## src/hdl/ihp_pkg.sv

```systemverilog
// package for the 16-bit isa-style host port: widths, decode, timing
// assumes: single 100 MHz clock, synchronous active-high reset
package ihp_pkg;

  localparam int DATA_W = 16;
  localparam int ADDR_W = 15;  // address bits 15..1
  localparam int REG_AW = 3;   // word index inside the 16-byte window

  // address bits 15..4 that select this device
  localparam logic [11:0] BASE_DECODE = 12'h030;

  // internal side wait count before a read word is ready (cycles)
  localparam int RD_LAT_NS  = 30;
  localparam int CLK_NS     = 10;
  localparam int RD_LAT_CYC = (RD_LAT_NS + CLK_NS - 1) / CLK_NS;
  localparam logic [3:0] RD_LAT = 4'(RD_LAT_CYC);

  // pin bundle from the host
  typedef struct packed {
    logic [ADDR_W:1] addr;
    logic            ioQualifierN;
    logic            readStrobeN;
    logic            writeStrobeN;
    logic            byteLane0SelN;
    logic            byteLane1SelN;
  } ihp_bus_in_t;

  // write towards the register core
  typedef struct packed {
    logic              valid;
    logic [REG_AW-1:0] index;
    logic [1:0]        lanes;
    logic [DATA_W-1:0] data;
  } ihp_wr_t;

  typedef enum {
    IDLE,
    RD_WAIT,
    RD_HOLD,
    WR_HOLD
  } ihp_state_t;

endpackage
```

## src/hdl/ihp_host_port.sv

```systemverilog
// 16-bit isa-style slave host port with ready stretching
// assumes: strobes sampled on clk; register core gives read data on rdAck
module ihp_host_port (
  input  wire logic                 clk,
  input  wire logic                 rst,
  input  wire ihp_pkg::ihp_bus_in_t busIn,
  input  wire logic [15:0]          dataIn,
  output logic [15:0]               dataOut,
  output logic [15:0]               dataOe,
  output logic                      asyncReadyOut,
  output logic                      localDecodeHitN,
  output ihp_pkg::ihp_wr_t          wrReq,
  output logic                      rdReq,
  output logic [2:0]                rdIndex,
  input  wire logic                 rdAck,
  input  wire logic [15:0]          rdData
);
  import ihp_pkg::*;

  // address match for this device's window
  function automatic logic decodeHit(input logic [ADDR_W:1] a,
                                     input logic qualN);
    decodeHit = (a[ADDR_W:4] == BASE_DECODE) && !qualN;
  endfunction

  ihp_state_t        state_reg, state_next;
  logic              rdPrev_reg, rdPrev_next;
  logic              wrPrev_reg, wrPrev_next;
  logic              ready_reg, ready_next;
  logic [15:0]       word_reg, word_next;
  logic [15:0]       wrData_reg, wrData_next;
  logic [1:0]        wrLanes_reg, wrLanes_next;
  logic [REG_AW-1:0] wrIdx_reg, wrIdx_next;
  ihp_wr_t           wr_reg, wr_next;
  logic [3:0]        wait_reg, wait_next;
  logic              rdReq_reg, rdReq_next;

  logic       hit;
  logic [1:0] laneSel;
  logic       rdFall, wrFall, wrRise;

  // lane select decode and strobe edges
  assign hit     = decodeHit(busIn.addr, busIn.ioQualifierN);
  assign laneSel = {~busIn.byteLane1SelN, ~busIn.byteLane0SelN};
  assign rdFall  = rdPrev_reg & ~busIn.readStrobeN;
  assign wrFall  = wrPrev_reg & ~busIn.writeStrobeN;
  assign wrRise  = ~wrPrev_reg & busIn.writeStrobeN;

  // access sequencing and ready control
  always_comb begin
    state_next   = state_reg;
    rdPrev_next  = busIn.readStrobeN;
    wrPrev_next  = busIn.writeStrobeN;
    ready_next   = ready_reg;
    word_next    = word_reg;
    wrData_next  = wrData_reg;
    wrLanes_next = wrLanes_reg;
    wrIdx_next   = wrIdx_reg;
    wr_next      = '0;
    wait_next    = wait_reg;
    rdReq_next   = 1'b0;
    unique case (state_reg)
      IDLE: begin
        if (rdFall && hit) begin
          ready_next = 1'b0;     // read must wait for the core
          rdReq_next = 1'b1;
          wait_next  = RD_LAT;
          state_next = RD_WAIT;
        end else if (wrFall && hit) begin
          ready_next   = 1'b1;   // writes never stall
          wrIdx_next   = busIn.addr[REG_AW:1];
          wrLanes_next = laneSel;
          state_next   = WR_HOLD;
        end
      end
      RD_WAIT: begin
        if (wait_reg != 4'h0) begin
          wait_next = wait_reg - 4'h1;
        end
        if (rdAck) begin
          word_next = rdData;
        end
        if (rdAck || (wait_reg == 4'h0)) begin
          ready_next = 1'b1;
          state_next = RD_HOLD;
        end
        if (busIn.readStrobeN) begin
          ready_next = 1'b1;
          state_next = IDLE;
        end
      end
      RD_HOLD: begin
        if (busIn.readStrobeN) begin
          state_next = IDLE;
        end
      end
      WR_HOLD: begin
        wrData_next = dataIn;           // track bus until trailing edge
        if (wrRise) begin
          wr_next.valid = 1'b1;
          wr_next.index = wrIdx_reg;
          wr_next.lanes = wrLanes_reg;
          for (int i = 0; i < 2; i++) begin
            wr_next.data[i*8 +: 8] =
              wrLanes_reg[i] ? wrData_reg[i*8 +: 8] : 8'h00;
          end
          state_next = IDLE;
        end
      end
    endcase
  end

  always_ff @(posedge clk) begin
    if (rst) begin
      state_reg   <= IDLE;
      rdPrev_reg  <= 1'b1;
      wrPrev_reg  <= 1'b1;
      ready_reg   <= 1'b1;
      word_reg    <= 16'h0000;
      wrData_reg  <= 16'h0000;
      wrLanes_reg <= 2'b00;
      wrIdx_reg   <= '0;
      wr_reg      <= '0;
      wait_reg    <= 4'h0;
      rdReq_reg   <= 1'b0;
    end else begin
      state_reg   <= state_next;
      rdPrev_reg  <= rdPrev_next;
      wrPrev_reg  <= wrPrev_next;
      ready_reg   <= ready_next;
      word_reg    <= word_next;
      wrData_reg  <= wrData_next;
      wrLanes_reg <= wrLanes_next;
      wrIdx_reg   <= wrIdx_next;
      wr_reg      <= wr_next;
      wait_reg    <= wait_next;
      rdReq_reg   <= rdReq_next;
    end
  end

  // ready drops combinationally on a stalling read edge
  assign asyncReadyOut   = ready_reg & ~((state_reg == IDLE) & rdFall & hit);
  assign localDecodeHitN = ~hit;
  assign wrReq           = wr_reg;
  assign rdReq           = rdReq_reg;
  assign rdIndex         = busIn.addr[REG_AW:1];

  ihp_lane_drive lanes (
    .clk        (clk),
    .rst        (rst),
    .readActive (state_reg == RD_HOLD && !busIn.readStrobeN && hit),
    .laneSel    (laneSel),
    .readWord   (word_reg),
    .dataOut    (dataOut),
    .dataOe     (dataOe)
  );
endmodule

```

## src/hdl/ihp_lane_drive.sv

```systemverilog
// data-bus lane driver: per-lane output enable during reads
// assumes: read data already registered in the caller
module ihp_lane_drive (
  input  wire logic               clk,
  input  wire logic               rst,
  input  wire logic               readActive,
  input  wire logic [1:0]         laneSel,
  input  wire logic [15:0]        readWord,
  output logic [15:0]             dataOut,
  output logic [15:0]             dataOe
);
  import ihp_pkg::*;

  logic [15:0] dataOut_reg, dataOut_next;
  logic [15:0] dataOe_reg,  dataOe_next;

  // unselected lanes stay undriven on reads
  always_comb begin
    dataOut_next = readWord;
    for (int i = 0; i < 2; i++) begin
      dataOe_next[i*8 +: 8] = {8{readActive & laneSel[i]}};
    end
  end

  always_ff @(posedge clk) begin
    if (rst) begin
      dataOut_reg <= 16'h0000;
      dataOe_reg  <= 16'h0000;
    end else begin
      dataOut_reg <= dataOut_next;
      dataOe_reg  <= dataOe_next;
    end
  end

  assign dataOut = dataOut_reg;
  assign dataOe  = dataOe_reg;
endmodule

```

## config.mk

```make
export PLATFORM = sky130hd
export DESIGN_NAME = ihp_host_port
export DESIGN_NICKNAME = d
export VERILOG_FILES = /design/src/hdl/ihp_pkg.sv /design/src/hdl/ihp_host_port.sv /design/src/hdl/ihp_lane_drive.sv
export SDC_FILE = /design/constraint.sdc
export NUM_CORES = 1
export LEC_CHECK = 0
export BUFFER_PORTS_ARGS = -buffer_cell sky130_fd_sc_hd__buf_4
export CAP_MARGIN = 5
export CORE_MARGIN = 3
export CORE_UTILIZATION = 44
export DETAILED_ROUTE_END_ITERATION = 7
export GPL_TIMING_DRIVEN = 0
export PLACE_DENSITY = 0.75
export SLEW_MARGIN = 20
export SYNTH_ARGS = -nofsm -noshare
export SYNTH_HDL_FRONTEND = slang
export SYNTH_SLANG_ARGS = --single-unit
```

## constraint.sdc

```tcl
create_clock -name clk -period 1.6 [get_ports clk]
set_clock_uncertainty 0.2 [all_clocks]
set_input_delay 0.16 -clock clk [delete_from_list [all_inputs] [get_ports clk]]
set_output_delay 0.16 -clock clk [all_outputs]
set_load 0.005 [all_outputs]
```

**Word level (Yosys, flattened, before mapping)**

Cells that the tools add are included.

- Bitwise logic cells: 21
- Reduce and logical (&&, ||, !) cells: 23
- Equality and inequality tests: 11
- Mux-type cells: 19
- $add $sub $neg: 1

Operators with widths:

| kind | count |
|---|---|
| $mux W32 | 6 |
| $pmux W32 S4 | 1 |
| $eq A32 B2 Y1 const B | 2 |
| $logic_not A32 Y1 | 2 |
| $eq A32 B1 Y1 const B | 1 |
| $eq A32 B3 Y1 const B | 1 |
| $mux W22 | 1 |
| $mux W8 | 2 |
| $not A1 Y1 | 13 |
| $eq A12 B6 Y1 const B | 1 |
| $reduce_and A3 Y1 | 3 |
| $and A1 B1 Y1 | 8 |
| $mux W4 | 2 |
| $ne A2 B2 Y1 const B | 4 |
| $pmux W4 S2 | 1 |
| $reduce_or A4 Y1 | 2 |
| $ne A3 B3 Y1 const B | 2 |
| $logic_and A1 B1 Y1 | 5 |
| $mux W1 | 5 |
| $logic_not A4 Y1 | 1 |
| $reduce_and A4 Y1 | 1 |
| $reduce_bool A4 Y1 | 1 |
| $reduce_or A2 Y1 | 2 |
| $sub A4 B1 Y4 const B | 1 |
| other kinds (6) | 7 |

- Register bits after elaboration: 124
- Word-level logic and storage cells: 92

**Depth between registers and ports, before layout**

- Depth after elaboration: 6
- Mapped depth: 7

**Cells and area by module**

A second synthesis with hierarchy kept.

- Cells, all modules: 331
- Area total of the unflattened synthesis: 3121.7 µm²

By module, submodules not included:

| module | area an instance (µm²) | seq. area each (µm²) | cells each | times used |
|---|---|---|---|---|
| ihp_host_port | 2509.9 | 1381.3 | 280 | 1 |
| ihp_lane_drive | 611.8 | 360.3 | 51 | 1 |

**Least setup slack after synthesis**

No wires, ideal clock.

- Path kind: flip-flop to flip-flop
- Start point: register wait_reg[0]
- End point: register wait_reg[0]
- Period minus slack after synthesis: 1.619 ns
- Cell stages (with the launch flop): 6
- Buffers on the path: 0
- Setup time: 0.120 ns
- Setup slack: -0.019 ns
- Data arrival time: 1.300 ns
- Cells stage by stage: dfxtp_1 -> inv_1 -> ha_1 -> or3b_1 -> and2_1 -> o31a_1

- Word-level cells in the longest chain between the ends: 3
- Elaborated cells between the ends (all ways): 6

RTL lines:

| what | line | RTL |
|---|---|---|
| start, declared | ihp_host_port.sv:35 | `logic [3:0] wait_reg, wait_next;` |
| start signal, assigned | ihp_host_port.sv:136 | `wait_reg <= wait_next;` |
| $sub A4 B1 Y4 / $reduce_bool A4 Y1 (equally long branches) | ihp_host_port.sv:78, ihp_host_port.sv:77 |  |
| $mux W4 / $ne A2 B2 Y1 (equally long branches) | - |  |
| $pmux W4 S2 / $reduce_and A3 Y1 (equally long branches) | - |  |

Parallel ways exist; a longest one is shown, timed or not. The select of a mux whose other input is x is not followed.
A chain may end at the register's enable or synchronous reset.

**Worst setup path after layout**

- Start point: register wait_reg[1]
- End point: register wait_reg[0]

- Word-level cells in the longest chain between the ends: 3

RTL lines:

| what | line | RTL |
|---|---|---|
| $reduce_bool A4 Y1 | ihp_host_port.sv:77 | `if (wait_reg != 4'h0) begin` |
| $ne A2 B2 Y1 (no line) | - |  |
| $reduce_and A3 Y1 (no line) | - |  |

Every way passes these cells.

==> flow_metrics.tcl <==
set metrics [dict create \
    cts_made_buffers 9 \
    worst_hold_slack_ns 0.0713 \
    grt.busiest_layer "met2" \
    core_um2 6830 \
    crit_chain "inv_2 > ha_4 > or3b_4 > and2_4 > o31a_1" \
    drt-initial-drc-count 134 \
    num_rows 30 \
    setup_viol_count_final 3 \
    die_y_um 90.1 \
    cellPowerDensity_nw_per_um2 849 \
    total_leakage_power_uw 0.00214 \
    seq_area_frac_synth_pct 55.9 \
    syn-mean-instance-area_um2 9.44 \
    clk_pin_slew_ns 0.08 \
    slew_viol_final 0 \
    grt_usage_pct 20.3 \
    grt-ovfl-total 0 \
    areaGrowthSynthToFinish_pct 57.0 \
    gp_congestion 0.807 \
    drive_above_1_share_pct 39.9 \
    max_freq_mhz 613 \
    use_met1_pct 23.7 \
    finalHoldViolCount 0 \
    drc_errors 0 \
    io_buffers 113 \
    grtUsageMet2_pct 35.5 \
    start_kind "flop" \
    cts_sinks 87 \
    cp_max_fo 4 \
    syn-cell-area_um2 3120 \
    crit_type "flop to flop" \
    grt_pass1_wl_mm 13.2 \
    finalCriticalPeriod_ns 1.63 \
    synth_top_area_share_pct 55.9 \
    start_util_pct 45.6 \
    hold_class "input port to flop" \
    synth-edff-count 0 \
    ys_warn_count 0 \
    clock_latency_ns 0.36 \
    cts_root_buf "clkbuf_8" \
    yosysTopAreaCell "dfxtp_1" \
    status "finished, violations left" \
    ant_nets 0 \
    violations "negative setup slack" \
    totalWireLength_mm 8.17 \
    cap_violations 0 \
    cp.required_ns 1.65 \
    nets 560 \
    antennaDiodeCount 0 \
    ir_drop_uv 492 \
    place_hpwl_mm 5.18 \
    vias 2886 \
    timing.final.crit_share_pct 102 \
    synth_area_leaders "dfxtp_1 (56%), nand2_1 (8.1%), a21oi_1 (6.3%), buf_4 (4.3%), and3_1 (3.2%)" \
    vias_per_cell 4.77 \
    drt-pass1-iter-count 5 \
    synth_ff_type "dfxtp_1" \
    yosysUniqueCellTypes 45 \
    cts_buffer_depth 2 \
    die_area_um2 8130 \
    fin_cells 605 \
    worst_slack_ns -0.0314 \
    ctsHtreeMaxLevel 3 \
    crit_path_top_delay_cell "or3b_4" \
    arrival_ns 1.68 \
    syn_inst 330 \
    grt_antenna_before_repair 0 \
    tightest_slew_ns 0.569 \
    io-pin-count 115 \
    slew_headroom_pct 62.0 \
    largest_reg_flops 22 \
    grt_max_degree 17 \
    grt_pass1_vias 2718 \
    grtUsageMet3_pct 4.77 \
    rsz0062_at_grt "true" \
    synth_fp_nets 386 \
    die_w_um 90.1 \
    cts_tree "built" \
    synthArstFlopShare_pct 0 \
    critPathMaxStageDelay_ns 0.40 \
    cp-end-kind "flop" \
    synth-seq-cells 87 \
    wire_per_inst_um 13.5 \
    dp.cells 539 \
    fin_util_pct 71.6 \
]
==> what timing repair did <==
| action | in CTS | in global routing |
|---|---|---|
| setup endpoints to repair | 15 | 40 |
| pin swaps | 8 | 6 |
| endpoints found under the hold margin | 43 | 5 |
| gates resized for setup | 18 | 17 |
| buffers inserted | 6 | 5 |
| hold buffers | 41 | 1 |
==> area by class of cell <==
| class | count | area [um^2] |
|---|---|---|
| flip-flops and latches | 87 | 1750 |
| clock inverters | 7 | 101 |
| plain buffers | 32 | 228 |
| well taps | 96 | 120 |
| fillers | 504 | 1940 |
| clock buffers | 9 | 124 |
| multi-input cells | 204 | 1200 |
| repair buffers | 165 | 1350 |
| inverters | 5 | 18.8 |
==> final timing paths <==
| check | start | end | slack (ns) | depth (start not counted) |
|---|---|---|---|---|
| setup / recovery | wait_reg[1] | wait_reg[0] | -0.03 | 5 |
| setup reg to reg | wait_reg[1] | wait_reg[0] | -0.03 | 5 |
| hold / removal | busIn[3] | state_reg[0] | 0.07 | 5 |
| hold reg to reg | word_reg[15] | word_reg[15] | 0.25 | 2 |
==> cell usage after synthesis, types with 2 or more instances <==
master / number
buf_4: 18
o21ai_0: 3
clkbuf_2: 2
nand3_1: 4
nor2_1: 7
buf_6: 2
inv_1: 5
nor4_2: 2
clkbuf_1: 6
nand2_1: 67
nor2b_1: 16
a211oi_1: 2
dfxtp_1: 87
nand2b_1: 2
and3_2: 2
buf_2: 3
a21oi_1: 39
o211ai_1: 2
xor2_1: 2
nand4_1: 4
clkbuf_8: 2
and2_1: 9
and3_1: 16
a31oi_1: 3
nor3_1: 5
==> kinds of logic after synthesis <==
group | count (synthesis) | share of synthesized area, %
simple gates | 147 | 24.7
flops | 87 | 55.9
compound gates | 53 | 9.60
buf+inv | 39 | 8.55
xor+xnor | 2 | 0.562
mux | 1 | 0.321
fa+ha+maj | 1 | 0.402
==> power by group <==
group | switching, uW | internal (uW) | leakage (uW)
Clock | 811 | 895 | 0.000107
Sequential | 1.09 | 2160 | 0.000703
Combinational | 105 | 181 | 0.00133
Total | 917 | 3240 | 0.00214
==> worst max-delay path, delay by kind of cell (launching register included) <==
| family | cells | cell delay (ns) |
|---|---|---|
| AND/OR/NAND/NOR | 2 | 0.58 |
| flip-flops | 1 | 0.33 |
| AO/OA/AOI/OAI | 1 | 0.23 |
| adder cells (fa/ha/maj) | 1 | 0.12 |
| buffers and inverters | 1 | 0.06 |
==> layer usage <==
| metal | routed length, um | vias up | share of wire, % |
|---|---|---|---|
| met1 | 3220 | 1334 | 39 |
| met4 | 169 | 0 | 2.1 |
| met2 | 4270 | 110 | 52 |
| met3 | 509 | 12 | 6.2 |
| met5 | 0 | - | 0 |
| li1 | - | 1430 | - |
==> metrics by stage <==
stage	instance area, um^2	power, uW	setup slack [ns]	TNS (ns)
after floorplan	3120	2270	0.00245	0
after global placement	4090	2400	-0.122	-0.297
after detailed placement	4090	2400	-0.124	-0.377
after CTS	4820	4190	-0.0174	-0.0174
after global routing	4890	4300	-0.0630	-0.170
final	4890	4160	-0.0314	-0.0427
==> cells in the final DEF (no fill, tap or decap), types with 3 or more instances in the layout <==
cell type      instances
a21oi_1               36
a21oi_2                3
and2_1                 7
and3_1                16
buf_4                142
clkbuf_1               5
clkbuf_8              11
dfxtp_1               82
dfxtp_2                3
dlygate4sd3_1         41
inv_1                  3
inv_6                  3
nand2_1               66
nand3_1                3
nand4_1                4
nor2_1                 4
nor2_2                 3
nor2b_1               16
nor3_1                 5
o21ai_0                3
No activity file was read; power rests on OpenSTA's default activity.
